==> src/verilog/tse_pkg.sv <==
package tse_pkg;
  // Register map and reset values.
  localparam logic [7:0] ADDR_SLIDER = 8'h3e;
  localparam logic [7:0] ADDR_RECAL = 8'h3f;
  localparam logic [7:0] ADDR_CFG2 = 8'h40;
  localparam logic [7:0] RST_SLIDER = 8'hc5;
  localparam logic [7:0] RST_RECAL = 8'h00;
  localparam logic [7:0] RST_CFG2 = 8'h00;
  localparam logic [7:0] CFG2_MASK = 8'h9f;
  localparam logic [7:0] RDATA_UNMAPPED = 8'h00;
  // Grouped sensors nine to thirteen sit in bits 1..5 of the group vector.
  localparam logic [6:0] MID_SENSOR_MASK = 7'h3e;
  localparam int FIRST_IDX = 0;
  localparam int LAST_IDX = 6;
  // Timing: the polling cycle is the unit of every slider count.
  localparam int CLK_HZ = 250_000_000;
  localparam int POLL_MS = 35;
  localparam int POLL_CYCLES = CLK_HZ / 1000 * POLL_MS;
  localparam int SPEED_WIN_MS = 100;
  localparam int SPEED_WIN_POLLS = (SPEED_WIN_MS + POLL_MS / 2) / POLL_MS;
  localparam int RPT_BASE_MS = 35;
  localparam int RPT_BASE_POLLS = RPT_BASE_MS / POLL_MS;
  localparam int FAST_LIMIT_MS = 105;
  localparam int FAST_LIMIT_POLLS = FAST_LIMIT_MS / POLL_MS;
  localparam int SLIDE_00_MS = 350;
  localparam int SLIDE_01_MS = 560;
  localparam int SLIDE_10_MS = 770;
  localparam int SLIDE_11_MS = 980;
  localparam int SLIDE_CNT_W = 6;
  localparam int SPEED_W = 4;
  localparam int RPT_W = 4;

  typedef struct packed {
    logic accel_extra_irq_enable;
    logic [2:0] max_extra;
    logic [1:0] slide_time;
    logic [1:0] repeat_speed_scale;
  } tse_slider_cfg_t;

  typedef struct packed {
    logic linked_transition_invert;
    logic [1:0] rsvd;
    logic mirror_polarity_decouple;
    logic rf_only_noise_report;
    logic rf_noise_block_disable;
    logic group_separate_mode;
    logic release_irq_suppress;
  } tse_cfg2_t;

  typedef struct packed {
    logic [7:0] rf;
    logic [7:0] lf;
  } tse_noise_t;
endpackage
==> src/verilog/tse_event_ctrl.sv <==
`timescale 1ns/1ps
// Contract
// - Accel enable set gives extra slide interrupts; clear gives none.
// - Three-bit maximum field caps extra interrupts per slide, reset 100b.
// - Slide time field sets longest slide earning extras: 350/560/770/980ms.
// - Slide speed is grouped sensors touched within about 100 ms.
// - Repeat scale picks slider repeat period from sensor count table.
// - Scale 11b uses fixed 140/105/70 ms when programmed rate <= 105 ms.
// - Repeat rate counts polling cycles between generated interrupts.
// - Writing one to recal bit recalibrates; bit self-clears when done.
// - Recal bit 7 is grouped sensors, bits 6..0 sensors seven..one.
// - Invert bit: clear forces min duty to max, set inverts touch.
// - Decouple clear makes mirror bits follow polarity bits; set holds.
// - RF-only bit set limits noise status to RF noise.
// - Block-disable clear: RF noise blocks touch and retries calibration.
// - Grouped mode clear: seven grouped sensors act as one slider.
// - Separate mode: own interrupt and status; middle five set no flags.
// - Separate mode: middle sensors use button queue; ends use group rate.
// - End sensors interrupt on touch and repeat; never on release.
// - First end sensor sets down, last sets up; tap and hold normal.
// - Release suppress clear interrupts on release too; set does not.
module tse_event_ctrl #(
  parameter int POLL_CYC = tse_pkg::POLL_CYCLES
) (
  // Clock and reset.
  input wire logic SYS_CLK_I,
  input wire logic RESET_N_I,
  // Register port from the serial interface engine.
  input wire logic [7:0] REG_ADDR_I,
  input wire logic [7:0] REG_WDATA_I,
  input wire logic REG_WR_I,
  input wire logic REG_RD_I,
  output logic [7:0] REG_RDATA_O,
  output logic REG_RVALID_O,
  // Touch detection results.
  input wire logic [6:0] GROUP_TOUCH_I,
  input wire logic [6:0] BTN_PRESS_I,
  input wire logic [6:0] BTN_RELEASE_I,
  input wire logic [6:0] BTN_REPEAT_I,
  input wire logic [1:0] TAP_I,
  input wire logic [1:0] HOLD_I,
  input wire logic [3:0] SLIDER_RPT_POLLS_I,
  input wire logic [3:0] GROUP_RPT_POLLS_I,
  input wire logic FLAG_CLR_I,
  // Calibration and noise.
  input wire logic [7:0] RECAL_DONE_I,
  input wire tse_pkg::tse_noise_t NOISE_I,
  input wire logic CAL_RF_I,
  // LED linkage.
  input wire logic [10:0] LED_POL_I,
  input wire logic MIRROR_WR_I,
  input wire logic [10:0] MIRROR_WDATA_I,
  // Events and status.
  output logic IRQ_O,
  output logic [6:0] BTN2_STATUS_O,
  output logic UP_FLAG_O,
  output logic DOWN_FLAG_O,
  output logic TAP_FLAG_O,
  output logic PRESS_HOLD_FLAG_O,
  // Calibration, noise and mode controls.
  output logic [7:0] RECAL_REQ_O,
  output logic [7:0] NOISE_STATUS_O,
  output logic [7:0] TOUCH_BLOCK_O,
  output logic CAL_RETRY_O,
  output logic [10:0] LED_MIRROR_O,
  output logic LINK_INVERT_O,
  output logic LINK_MIN_EQ_MAX_O,
  output logic GROUP_SLIDER_O,
  output logic [6:0] GROUP_QUEUE_SEL_O
);
  import tse_pkg::*;

  localparam int PW = $clog2(POLL_CYC);

  function automatic logic [SLIDE_CNT_W-1:0] slide_limit(logic [1:0] s);
    int ms;
    unique case (s)
      2'b00: ms = SLIDE_00_MS;
      2'b01: ms = SLIDE_01_MS;
      2'b10: ms = SLIDE_10_MS;
      2'b11: ms = SLIDE_11_MS;
    endcase
    return SLIDE_CNT_W'(ms / POLL_MS);
  endfunction

  // Fast slides earn the full count, slower bands a half and a quarter.
  function automatic logic [2:0] extra_count(logic [2:0] mx,
      logic [SLIDE_CNT_W-1:0] t, logic [SLIDE_CNT_W-1:0] lim);
    logic [7:0] t4;
    logic [7:0] l4;
    t4 = {2'b00, t} << 2;
    l4 = {2'b00, lim};
    if (t > lim) return 3'h0;
    if (t4 < 8'(l4 * 2)) return mx;
    if (t4 < 8'(l4 * 3)) return mx >> 1;
    return mx >> 2;
  endfunction

  // Multiplier of the base period is max(1, scale + 3 - sensors).
  function automatic logic [RPT_W-1:0] rpt_polls(logic [1:0] sc,
      logic [SPEED_W-1:0] n, logic [RPT_W-1:0] prog);
    int m;
    logic [RPT_W-1:0] p;
    p = (prog == '0) ? RPT_W'(1) : prog;
    m = int'(sc) + 3 - int'(n);
    if (m < 1) m = 1;
    if (n < 4'h2) return p;
    // Five or more sensors keep the base period on every scale.
    if (sc == 2'b11 && p > RPT_W'(FAST_LIMIT_POLLS) && n < 4'h5) return p;
    return RPT_W'(m * RPT_BASE_POLLS);
  endfunction

  tse_slider_cfg_t slider_cfg_r;
  tse_cfg2_t cfg2_r;
  logic [7:0] recal_r;
  logic [7:0] recal_nxt;
  logic wr_slider;
  logic wr_recal;
  logic wr_cfg2;

  assign wr_slider = REG_WR_I && REG_ADDR_I == ADDR_SLIDER;
  assign wr_recal = REG_WR_I && REG_ADDR_I == ADDR_RECAL;
  assign wr_cfg2 = REG_WR_I && REG_ADDR_I == ADDR_CFG2;

  always_ff @(posedge SYS_CLK_I) begin
    if (!RESET_N_I) begin
      slider_cfg_r <= RST_SLIDER;
      cfg2_r <= RST_CFG2;
    end else begin
      if (wr_slider) slider_cfg_r <= REG_WDATA_I;
      if (wr_cfg2) cfg2_r <= REG_WDATA_I & CFG2_MASK;
    end
  end

  // A request written in the cycle its routine finishes stays pending.
  always_comb begin
    recal_nxt = recal_r & ~RECAL_DONE_I;
    if (wr_recal) recal_nxt = recal_nxt | REG_WDATA_I;
  end

  always_ff @(posedge SYS_CLK_I) begin
    if (!RESET_N_I) recal_r <= RST_RECAL;
    else recal_r <= recal_nxt;
  end

  always_ff @(posedge SYS_CLK_I) begin
    if (!RESET_N_I) begin
      REG_RDATA_O <= RDATA_UNMAPPED;
      REG_RVALID_O <= 1'b0;
    end else begin
      REG_RVALID_O <= REG_RD_I;
      if (REG_RD_I) begin
        unique case (REG_ADDR_I)
          ADDR_SLIDER: REG_RDATA_O <= slider_cfg_r;
          ADDR_RECAL: REG_RDATA_O <= recal_r;
          ADDR_CFG2: REG_RDATA_O <= cfg2_r;
          default: REG_RDATA_O <= RDATA_UNMAPPED;
        endcase
      end
    end
  end

  assign RECAL_REQ_O = recal_r;

  // Polling cycle timer; every slider count runs in these ticks.
  logic [PW-1:0] poll_cnt_r;
  logic poll_tick_r;

  always_ff @(posedge SYS_CLK_I) begin
    if (!RESET_N_I) begin
      poll_cnt_r <= '0;
      poll_tick_r <= 1'b0;
    end else begin
      poll_tick_r <= poll_cnt_r == PW'(POLL_CYC - 1);
      if (poll_cnt_r == PW'(POLL_CYC - 1)) poll_cnt_r <= '0;
      else poll_cnt_r <= poll_cnt_r + 1'b1;
    end
  end

  // Touch edges of the grouped sensors.
  logic [6:0] touch_q_r;
  logic [6:0] rise;
  logic [6:0] fall;
  logic slide_act;
  logic slide_q_r;
  logic slide_start;
  logic slide_end;

  always_ff @(posedge SYS_CLK_I) begin
    if (!RESET_N_I) begin
      touch_q_r <= '0;
      slide_q_r <= 1'b0;
    end else begin
      touch_q_r <= GROUP_TOUCH_I;
      slide_q_r <= slide_act;
    end
  end

  assign rise = GROUP_TOUCH_I & ~touch_q_r;
  assign fall = ~GROUP_TOUCH_I & touch_q_r;
  assign slide_act = |GROUP_TOUCH_I && !cfg2_r.group_separate_mode;
  assign slide_start = slide_act && !slide_q_r;
  assign slide_end = !slide_act && slide_q_r;

  // Slide speed: new touches counted per window of about 100 ms.
  logic [3:0] win_cnt_r;
  logic [SPEED_W-1:0] sens_cnt_r;
  logic [SPEED_W-1:0] speed_r;
  logic [SPEED_W-1:0] sens_sum;

  assign sens_sum = sens_cnt_r + SPEED_W'($countones(rise));

  always_ff @(posedge SYS_CLK_I) begin
    if (!RESET_N_I) begin
      win_cnt_r <= '0;
      sens_cnt_r <= '0;
      speed_r <= '0;
    end else if (poll_tick_r &&
        win_cnt_r == 4'(SPEED_WIN_POLLS - 1)) begin
      win_cnt_r <= '0;
      speed_r <= slide_act ? sens_sum : '0;
      sens_cnt_r <= '0;
    end else begin
      if (poll_tick_r) win_cnt_r <= win_cnt_r + 1'b1;
      if (slide_act) sens_cnt_r <= sens_sum;
    end
  end

  // Slide duration and the extra interrupts that a fast slide earns.
  logic [SLIDE_CNT_W-1:0] slide_t_r;
  logic [2:0] extra_cnt_r;
  logic ev_extra;

  always_ff @(posedge SYS_CLK_I) begin
    if (!RESET_N_I) slide_t_r <= '0;
    else if (slide_start) slide_t_r <= '0;
    else if (slide_act && poll_tick_r && !(&slide_t_r))
      slide_t_r <= slide_t_r + 1'b1;
  end

  assign ev_extra = poll_tick_r && extra_cnt_r != '0;

  always_ff @(posedge SYS_CLK_I) begin
    if (!RESET_N_I) extra_cnt_r <= '0;
    else if (!slider_cfg_r.accel_extra_irq_enable) extra_cnt_r <= '0;
    else if (slide_end)
      extra_cnt_r <= extra_count(slider_cfg_r.max_extra, slide_t_r,
        slide_limit(slider_cfg_r.slide_time));
    else if (ev_extra) extra_cnt_r <= extra_cnt_r - 1'b1;
  end

  // Slider repeat: period in polling cycles chosen from the speed.
  logic [RPT_W-1:0] rpt_per;
  logic [RPT_W-1:0] rpt_cnt_r;
  logic ev_slide_rpt;

  assign rpt_per = rpt_polls(slider_cfg_r.repeat_speed_scale, speed_r,
    SLIDER_RPT_POLLS_I);
  assign ev_slide_rpt = slide_act && !slide_start && poll_tick_r &&
    rpt_cnt_r + 1'b1 >= rpt_per;

  always_ff @(posedge SYS_CLK_I) begin
    if (!RESET_N_I) rpt_cnt_r <= '0;
    else if (slide_start || ev_slide_rpt) rpt_cnt_r <= '0;
    else if (slide_act && poll_tick_r) rpt_cnt_r <= rpt_cnt_r + 1'b1;
  end

  // End sensors in separate mode repeat at the group rate while held.
  logic [RPT_W-1:0] end_cnt_r [2];
  logic [1:0] end_touch;
  logic [1:0] end_rise;
  logic [1:0] ev_end_rpt;
  logic [RPT_W-1:0] grp_per;

  assign end_touch = {GROUP_TOUCH_I[LAST_IDX], GROUP_TOUCH_I[FIRST_IDX]};
  assign end_rise = {rise[LAST_IDX], rise[FIRST_IDX]};
  assign grp_per = (GROUP_RPT_POLLS_I == '0) ? RPT_W'(1) : GROUP_RPT_POLLS_I;

  always_comb begin
    for (int i = 0; i < 2; i++) begin
      ev_end_rpt[i] = cfg2_r.group_separate_mode && end_touch[i] &&
        !end_rise[i] && poll_tick_r &&
        end_cnt_r[i] + 1'b1 >= grp_per;
    end
  end

  always_ff @(posedge SYS_CLK_I) begin
    for (int i = 0; i < 2; i++) begin
      if (!RESET_N_I) end_cnt_r[i] <= '0;
      else if (end_rise[i] || ev_end_rpt[i] || !end_touch[i])
        end_cnt_r[i] <= '0;
      else if (poll_tick_r) end_cnt_r[i] <= end_cnt_r[i] + 1'b1;
    end
  end

  // Interrupt events from every source.
  logic ev_btn;
  logic ev_rel;
  logic ev_grp;
  logic ev_slide;

  assign ev_rel = !cfg2_r.release_irq_suppress &&
    (|BTN_RELEASE_I || (cfg2_r.group_separate_mode &&
    |(fall & MID_SENSOR_MASK)));
  assign ev_btn = |BTN_PRESS_I || |BTN_REPEAT_I;
  assign ev_grp = cfg2_r.group_separate_mode &&
    (|rise || |ev_end_rpt);
  assign ev_slide = slide_start || ev_slide_rpt || ev_extra;

  always_ff @(posedge SYS_CLK_I) begin
    if (!RESET_N_I) IRQ_O <= 1'b0;
    else IRQ_O <= ev_btn || ev_rel || ev_grp || ev_slide;
  end

  // Sticky status; a new event wins over a clear in the same cycle.
  logic [1:0] end_hit;
  assign end_hit = TAP_I | HOLD_I;

  always_ff @(posedge SYS_CLK_I) begin
    if (!RESET_N_I) begin
      BTN2_STATUS_O <= '0;
      DOWN_FLAG_O <= 1'b0;
      UP_FLAG_O <= 1'b0;
      TAP_FLAG_O <= 1'b0;
      PRESS_HOLD_FLAG_O <= 1'b0;
    end else begin
      BTN2_STATUS_O <= (FLAG_CLR_I ? '0 : BTN2_STATUS_O) |
        (cfg2_r.group_separate_mode ? rise : 7'h00);
      DOWN_FLAG_O <= (DOWN_FLAG_O && !FLAG_CLR_I) ||
        (cfg2_r.group_separate_mode && end_hit[0]);
      UP_FLAG_O <= (UP_FLAG_O && !FLAG_CLR_I) ||
        (cfg2_r.group_separate_mode && end_hit[1]);
      TAP_FLAG_O <= (TAP_FLAG_O && !FLAG_CLR_I) || |TAP_I;
      PRESS_HOLD_FLAG_O <= (PRESS_HOLD_FLAG_O && !FLAG_CLR_I) || |HOLD_I;
    end
  end

  // Noise reporting, touch blocking and calibration retry.
  always_ff @(posedge SYS_CLK_I) begin
    if (!RESET_N_I) begin
      NOISE_STATUS_O <= '0;
      TOUCH_BLOCK_O <= '0;
      CAL_RETRY_O <= 1'b0;
    end else begin
      NOISE_STATUS_O <= NOISE_I.rf |
        (cfg2_r.rf_only_noise_report ? 8'h00 : NOISE_I.lf);
      TOUCH_BLOCK_O <= NOISE_I.lf |
        (cfg2_r.rf_noise_block_disable ? 8'h00 : NOISE_I.rf);
      CAL_RETRY_O <= CAL_RF_I && !cfg2_r.rf_noise_block_disable;
    end
  end

  // Mirror bits follow polarity edges unless decoupled.
  logic [10:0] pol_q_r;
  logic [10:0] pol_chg;
  assign pol_chg = LED_POL_I ^ pol_q_r;

  always_ff @(posedge SYS_CLK_I) begin
    if (!RESET_N_I) begin
      pol_q_r <= '0;
      LED_MIRROR_O <= '0;
    end else begin
      pol_q_r <= LED_POL_I;
      if (!cfg2_r.mirror_polarity_decouple)
        LED_MIRROR_O <= ((MIRROR_WR_I ? MIRROR_WDATA_I : LED_MIRROR_O) &
          ~pol_chg) | (LED_POL_I & pol_chg);
      else if (MIRROR_WR_I) LED_MIRROR_O <= MIRROR_WDATA_I;
    end
  end

  // Mode outputs toward the LED and sensing logic.
  always_ff @(posedge SYS_CLK_I) begin
    if (!RESET_N_I) begin
      LINK_INVERT_O <= 1'b0;
      LINK_MIN_EQ_MAX_O <= 1'b0;
      GROUP_SLIDER_O <= 1'b0;
      GROUP_QUEUE_SEL_O <= '0;
    end else begin
      LINK_INVERT_O <= cfg2_r.linked_transition_invert;
      LINK_MIN_EQ_MAX_O <= !cfg2_r.linked_transition_invert;
      GROUP_SLIDER_O <= !cfg2_r.group_separate_mode;
      GROUP_QUEUE_SEL_O <= cfg2_r.group_separate_mode ?
        MID_SENSOR_MASK : 7'h00;
    end
  end
endmodule

==> config.mk <==
export PLATFORM = sky130hd
export DESIGN_NAME = tse_event_ctrl
export DESIGN_NICKNAME = d
export VERILOG_FILES = /design/src/verilog/tse_pkg.sv /design/src/verilog/tse_event_ctrl.sv
export SDC_FILE = /design/constraint.sdc
export NUM_CORES = 1
export LEC_CHECK = 0
export ABC_AREA = 1
export BUFFER_PORTS_ARGS = -buffer_cell sky130_fd_sc_hd__buf_2
export CAP_MARGIN = 20
export CORE_MARGIN = 10
export CORE_UTILIZATION = 26
export CTS_CLUSTER_DIAMETER = 80
export DETAILED_ROUTE_END_ITERATION = 10
export PLACE_DENSITY = 0.47
export SLEW_MARGIN = 40
export SYNTH_ARGS = -nofsm -noshare
export SYNTH_HDL_FRONTEND = slang
export SYNTH_SLANG_ARGS = --single-unit
==> constraint.sdc <==
create_clock -name SYS_CLK_I -period 3.31 [get_ports SYS_CLK_I]
set_input_delay 0.1655 -clock SYS_CLK_I [delete_from_list [all_inputs] [get_ports SYS_CLK_I]]
set_output_delay 0.1655 -clock SYS_CLK_I [all_outputs]
set_load 0.005 [all_outputs]
==> run_results.csv, run 1 <==
group,metric,value,unit
worst_setup_path,cp-startpoint,"touch_q_r[0]",
floorplan,io_pins,176,
synth,synth_top_area_share,35.7,%
synth,ys_seq_elements,152,
synth,synth_warnings,0,
worst_setup_path,end_kind,"flop",
placement,placed_area,9460,µm²
clock_network,insertion_delay,0.42,ns
timing,min_period_over_period,95.5,%
detailed_routing,first_pass_iters,5,
synth,syn_inst,1059,
grt,grt_usage,12.3,%
layout,layout.nets,1458,
power_and_ir_drop,pwr_density_cell,443,nW/µm²
worst_setup_path,r2r_end,"sens_cnt_r[1]",
worst_hold_path,min_from,"NOISE_I[10]",
grt,grt_antenna_before_repair,3,
layout,area_growth_syn_to_layout,32.4,%
synth,yosys-top-cells-area,"dfxtp_1 (36%), nand2_1 (9.3%), ha_1 (8.5%)",
detailed_routing,wl_per_cell,14.2,µm
worst_setup_path,rr_startpoint,"touch_q_r[0]",
synth,synth_flop_cell,"dfxtp_1",
detailed_routing,drtAntennaViolNets,0,
power_and_ir_drop,seqPwrFrac,41.3,%
clock_network,cts_buffer_depth,2,
synth,yosys-top-cells-count,"nand2_1 (200), inv_1 (159), dfxtp_1 (144)",
floorplan,dieWidth,196,µm
power_and_ir_drop,intPower,3.60,mW
floorplan,rows,64,
detailed_routing,drt_wl_total,24200,µm
synth,synth_most_common_cell,"nand2_1",
timing,setup_ws,0.150,ns
worst_setup_path,cp-endpoint,"sens_cnt_r[1]",
timing,min_period,3.16,ns
worst_setup_path,arrival,3.50,ns
power_and_ir_drop,clkPwrFrac,46.5,%
power_and_ir_drop,netSwitchingFraction,24.0,%
power_and_ir_drop,power.leakage,5.06,nW
placement,portBuffers,173,
detailed_routing,drt_iter0_drc,306,
timing,max_freq,316,MHz
synth,yosysUniqueCellTypes,58,
run_status,outcome,"complete, no violations",
clock_network,cts_tree,"done",
synth,yosysTopAreaCell,"dfxtp_1",
clock_network,clkTransAtPathRegs,0.06,ns
synth,synth-edff-count,8,
timing,setup_tns,0,ns
power_and_ir_drop,p_sw,1.14,mW
timing,maxSlewViolCount,0,
worst_setup_path,cp_cell_sequence,"nor2_2, fa_1, inv_1, fa_1, fa_1, inv_1, ha_1, inv_1, fa_1, or2_2, a21oi_1",
worst_hold_path,hp-class,"input port to flop",
timing,timing.final.hold_violations,0,
worst_setup_path,cp-start-kind,"flop",
worst_setup_path,cpMaxStageDelayCell,"fa_1",
clock_network,cts_buffers,17,
synth,avgSynthCellArea,7.63,µm²
worst_setup_path,crit_path_frequent_cell,"fa_1",
power_and_ir_drop,combPwrFrac,12.2,%
worst_setup_path,max_stage_delay,0.53,ns
worst_setup_path,crit_fanout,2,
layout,postLayoutCoreUtil,34.9,%
layout,fin_area,10700,µm²
timing,setup_viol,0,
floorplan,dieArea,38500,µm²
placement,preCtsSetupSlack,0.0566,ns
clock_network,cts-root-buf,"clkbuf_16",
synth,async_flop_share,0,%
worst_setup_path,worstRegToRegCells,11,
floorplan,die-height,196,µm
grt,grt-ovfl-total,0,
clock_network,cts_max_level,4,
timing,tightest_slew,0.763,ns
grt,grt_pass1_vias,7523,
detailed_routing,num_vias,7466,
clock_network,cts.sinks,152,
placement,place_hpwl,18900,µm
grt,grt_pass1_wl,38600,µm
timing,fin_skew,0.00894,ns
floorplan,coreArea,30700,µm²
timing,relSlewSlack,49.1,%
floorplan,initial_core_util,26.4,%
synth,synth-seq-area-share,38.6,%
worst_setup_path,crit_required,3.65,ns
run,cap_violations,0,
detailed_routing,drcViolationCount,0,
power_and_ir_drop,irDropWorstVdd,0.000296,V
timing,fin_hold_ws,0.0132,ns
placement,routabilityCongestion,0.806,
worst_setup_path,reg2reg_setup_slack,0.15,ns
synth,synth_area,8080,µm²
worst_setup_path,worstSetupPathType,"flop to flop",
detailed_routing,via_per_inst,4.39,
grt,grt_max_degree,34,
layout,drive_above_1_share,25.4,%
==> registers in the layout, summed over array words and instances (netlist names), 3 cells and up <==
signal          count
BTN2_STATUS_O       7
speed_r             4
slider_cfg_r        8
REG_RDATA_O         8
rpt_cnt_r           4
TOUCH_BLOCK_O       8
LED_MIRROR_O       11
end_cnt_r           8
extra_cnt_r         3
sens_cnt_r          4
win_cnt_r           4
touch_q_r           7
cfg2_r              6
poll_cnt_r         24
pol_q_r            11
NOISE_STATUS_O      8
slide_t_r           6
RECAL_REQ_O         8
==> routing by layer <==
metal,GRT usage [%],part of all wire [%]
met1,15.0,45
met2,20.5,48
met3,3.51,5.4
met4,4.02,1.5
met5,0,0.037
==> layout make-up <==
cell class	instances	area, µm²
flip-flops and latches	152	3130
repair buffers	237	1460
diodes	2	5.00
clock inverters	12	196
clock buffers	19	464
well taps	396	495
fillers	3263	20000
inverters	169	637
multi-input cells	712	4310
==> layout by cell type, fill, tap and decap left out, types with 3 or more instances in the layout <==
cell type,n
nand2_1,197
buf_2,173
inv_1,155
dfxtp_1,140
a21oi_1,83
nor2_1,82
ha_1,48
o21ai_0,47
dlygate4sd3_1,43
nand3_1,36
nor3_1,21
buf_4,20
o22ai_1,19
clkbuf_16,18
nor2_2,16
nand4_1,13
or2_2,12
nand2_2,12
nor4_1,11
mux2_2,11
inv_2,10
xnor2_1,9
nand3_2,8
edfxtp_1,8
nor2_4,7
o21a_1,7
xor2_1,6
nor3b_1,6
a31oi_1,5
nand2_4,5
fa_1,5
ha_4,5
bufinv_16,5
clkinv_2,4
o21ai_1,3
and3_1,3
clkinv_1,3
clkinv_4,3
==> stage by stage <==
step	cells	total power, mW
floorplan	1060	2.33
global placement	1620	2.53
global route	1699	4.96
finish	1699	4.74
CTS	1694	4.80
detailed placement	1620	2.54
==> critical path: cells and delay by family, from the launching register on <==
family | cells | cell delay [ns]
adder cells (fa/ha/maj) | 5 | 2.10
AND/OR/NAND/NOR | 2 | 0.36
flip-flops | 1 | 0.34
buffers and inverters | 3 | 0.16
AO/OA/AOI/OAI | 1 | 0.12
==> how the worst min path moves through the flow <==
stage | cells past startpoint | to | slack (ns)
after CTS | 3 | slider_cfg_r[7] | 0.0004
after global placement | 3 | touch_q_r[2] | 0.36
after floorplan | 2 | touch_q_r[1] | 0.26
after global routing | 3 | RECAL_REQ_O[4] | 0.02
after detailed placement | 3 | touch_q_r[2] | 0.36
final | 3 | NOISE_STATUS_O[2] | 0.01
==> cell families (layout without fill, tap and decap cells) <==
family,Yosys count,count (layout),share of synthesized area (%)
adder cells (fa/ha/maj),60,60,9.75
XOR/XNOR,15,15,1.63
AND/OR/NAND/NOR,436,436,25.5
other,1,4,0.0464
flip-flops,152,152,38.6
multiplexers,11,11,1.53
AO/OA/AOI/OAI,188,188,13.5
buffers and inverters,196,437,9.38
==> power groups by stage <==
stage	clock network [mW]	logic, mW	registers, mW
floorplan	0	0.339	2.00
global placement	0	0.537	2.00
detailed placement	0	0.541	2.00
CTS	2.26	0.585	1.96
global route	2.33	0.664	1.97
finish	2.20	0.578	1.96
==> timing repair <==
action	in CTS	in global routing
setup endpoints to repair	0	7
buffers inserted	0	3
hold buffers	43	0
resized for setup	0	35
endpoints found under the hold margin	44	0
(Power assumes the default switching activity.)
==> run 2, diff against run 1 <==
--- a/config.mk
+++ b/config.mk
@@ -8,11 +8,14 @@
 export ABC_AREA = 1
 export BUFFER_PORTS_ARGS = -buffer_cell sky130_fd_sc_hd__buf_2
 export CAP_MARGIN = 20
+export CELL_PAD_IN_SITES_DETAIL_PLACEMENT = 0
+export CELL_PAD_IN_SITES_GLOBAL_PLACEMENT = 1
 export CORE_MARGIN = 10
 export CORE_UTILIZATION = 26
+export CTS_BUF_LIST = sky130_fd_sc_hd__clkbuf_8
 export CTS_CLUSTER_DIAMETER = 80
 export DETAILED_ROUTE_END_ITERATION = 10
-export PLACE_DENSITY = 0.47
+export PLACE_DENSITY = 0.6
 export SLEW_MARGIN = 40
 export SYNTH_ARGS = -nofsm -noshare
 export SYNTH_HDL_FRONTEND = slang
==> run_results.csv, run 2 (synthesis results as in run 1) <==
group,metric,value,unit
run_status,outcome,"complete, no violations",
worst_setup_path,arrival,3.59,ns
floorplan,dieWidth,196,µm
layout,largest_reg_flops,24,
detailed_routing,via_per_inst,4.36,
worst_setup_path,max_stage_delay,0.54,ns
detailed_routing,drtAntennaViolNets,0,
run,cap_violations,0,
power_and_ir_drop,combPwrFrac,16.0,%
layout,top_register,"poll_cnt_r",
worst_setup_path,reg2reg_setup_slack,0.17,ns
clock_network,cts_max_level,4,
power_and_ir_drop,netSwitchingFraction,29.6,%
power_and_ir_drop,total_power,3.96,mW
layout,n_antenna_cell,0,
worst_hold_path,min_from,"MIRROR_WDATA_I[7]",
layout,final_common_cell,"nand2_1",
worst_setup_path,crit_fanout,3,
power_and_ir_drop,pwr_density_cell,368,nW/µm²
layout,layout.nets,1494,
worst_hold_path,hold_path_end,"LED_MIRROR_O[7]",
timing,min_period_over_period,96.7,%
timing,relSlewSlack,51.0,%
worst_hold_path,hp-class,"input port to flop",
timing,maxSlewViolCount,0,
floorplan,die-height,196,µm
detailed_routing,first_pass_iters,5,
floorplan,rows,64,
worst_setup_path,worstRegToRegCells,11,
clock_network,cts_tree,"done",
clock_network,cts_buffer_depth,2,
grt,grt_usage,12.6,%
grt,grt_pass1_vias,7571,
detailed_routing,num_vias,7554,
grt,grt_antenna_before_repair,0,
worst_hold_path,holdPathStages,4,
timing,tightest_slew,0.731,ns
clock_network,cts-root-buf,"clkbuf_8",
detailed_routing,drcViolationCount,0,
floorplan,dieArea,38500,µm²
grt,grt_max_degree,45,
worst_setup_path,cp-start-kind,"input port",
layout,drive_above_1_share,24.8,%
timing,setup_ws,0.110,ns
worst_setup_path,rr_startpoint,"touch_q_r[1]",
timing,timing.final.hold_violations,0,
layout,layout_common_cells,"nand2_1 (199), buf_2 (173), inv_1 (154), dfxtp_1 (141), nor2_1 (83)",
placement,preCtsSetupSlack,0.0445,ns
placement,routabilityCongestion,0.826,
layout,area_growth_syn_to_layout,33.0,%
worst_setup_path,worstSetupPathType,"input port to flop",
worst_setup_path,cp_cell_sequence,"dlygate4sd3_1, buf_2, inv_1, nor2_1, fa_1, inv_1, fa_1, fa_1, inv_1, ha_1, inv_1, fa_1, or2_4, a21oi_2",
layout,top_regs,"poll_cnt_r x24, LED_MIRROR_O x11, pol_q_r x11",
clock_network,cts.sinks,152,
clock_network,cts_buffers,17,
floorplan,initial_core_util,26.4,%
timing,setup_viol,0,
worst_setup_path,r2r_end,"sens_cnt_r[1]",
worst_setup_path,cpMaxStageDelayCell,"dlygate4sd3_1",
floorplan,coreArea,30700,µm²
timing,min_period,3.20,ns
power_and_ir_drop,p_sw,1.17,mW
power_and_ir_drop,intPower,2.78,mW
floorplan,io_pins,176,
placement,place_hpwl,19100,µm
grt,grt_pass1_wl,39300,µm
placement,portBuffers,173,
worst_setup_path,end_kind,"flop",
worst_setup_path,path_buf_inv,6,
clock_network,insertion_delay,0.47,ns
detailed_routing,drt_iter0_drc,344,
timing,max_freq,313,MHz
timing,rsz0062_at_grt,"yes",
worst_setup_path,crit_required,3.70,ns
detailed_routing,wl_per_cell,14.2,µm
grt,grt-ovfl-total,0,
timing,fin_skew,0.0145,ns
power_and_ir_drop,seqPwrFrac,49.4,%
detailed_routing,drt_wl_total,24600,µm
power_and_ir_drop,clkPwrFrac,34.7,%
power_and_ir_drop,irDropWorstVdd,0.000266,V
clock_network,clkTransAtPathRegs,0.09,ns
worst_setup_path,crit_family,"adder cells",
power_and_ir_drop,power.leakage,5.11,nW
run 2: worst max-delay path by stage:
stage | slack (ns) | to | from | depth (start not counted)
6_report | 0.11 | sens_cnt_r[1] | GROUP_TOUCH_I[1] | 14
5_1_grt | -0.02 | extra_cnt_r[1] | slider_cfg_r[2] | 24
4_1_cts | 0.004 | sens_cnt_r[1] | GROUP_TOUCH_I[0] | 14
3_5_place_dp | 0.04 | sens_cnt_r[1] | touch_q_r[0] | 11
3_3_place_gp | 0.09 | sens_cnt_r[1] | touch_q_r[0] | 11
2_1_floorplan | 0.19 | sens_cnt_r[1] | touch_q_r[0] | 11
run 2: timing repair:
action,CTS,global route
buffers inserted,0,4
setup endpoints to repair,1,7
hold endpoints to repair,61,0
gates resized for setup,1,27
pin swaps,0,10
hold buffers,74,0
run 2: worst register-to-register path, delay by kind of cell, from the launching register on:
kind / cells / cell delay [ns]
simple gates: 2 / 0.46
fa+ha+maj: 5 / 1.98
compound gates: 1 / 0.12
flops: 1 / 0.32
buf+inv: 3 / 0.19
run 2: cell type report:
type | count | area [µm²]
inverters | 169 | 637
clock inverters | 15 | 138
fillers | 3234 | 19900
clock buffers | 17 | 234
repair buffers | 273 | 1830
flip-flops and latches | 152 | 3130
multi-input cells | 712 | 4290
well taps | 396 | 495
run 2: metal layers:
metal,global-route usage [%],share of wire (%),vias up
met5,0,0,-
met2,21.0,48,123
li1,-,-,4000
met3,3.41,4.6,15
met1,15.5,47,3416
met4,3.54,1.3,0
run 2: through the flow:
step | cells | hold WS [ns] | setup TNS [ns] | instance area, µm² | utilization, %
2_1_floorplan | 1060 | 0.259 | 0 | 8090 | -
3_3_place_gp | 1624 | 0.360 | 0 | 9510 | 31.0
3_5_place_dp | 1624 | 0.365 | 0 | 9510 | 31.0
4_1_cts | 1730 | 0.000630 | 0 | 10600 | 34.7
5_1_grt | 1734 | 0.0294 | -0.0262 | 10800 | 35.1
6_report | 1734 | 0.0356 | 0 | 10800 | 35.1
run 2: power groups by stage:
| stage | clock network, mW | logic (mW) | registers (mW) |
|---|---|---|---|
| floorplan | 0 | 0.339 | 2.00 |
| global placement | 0 | 0.545 | 2.00 |
| detailed placement | 0 | 0.545 | 2.00 |
| CTS | 1.44 | 0.615 | 1.96 |
| global route | 1.51 | 0.718 | 1.96 |
| finish | 1.37 | 0.631 | 1.95 |
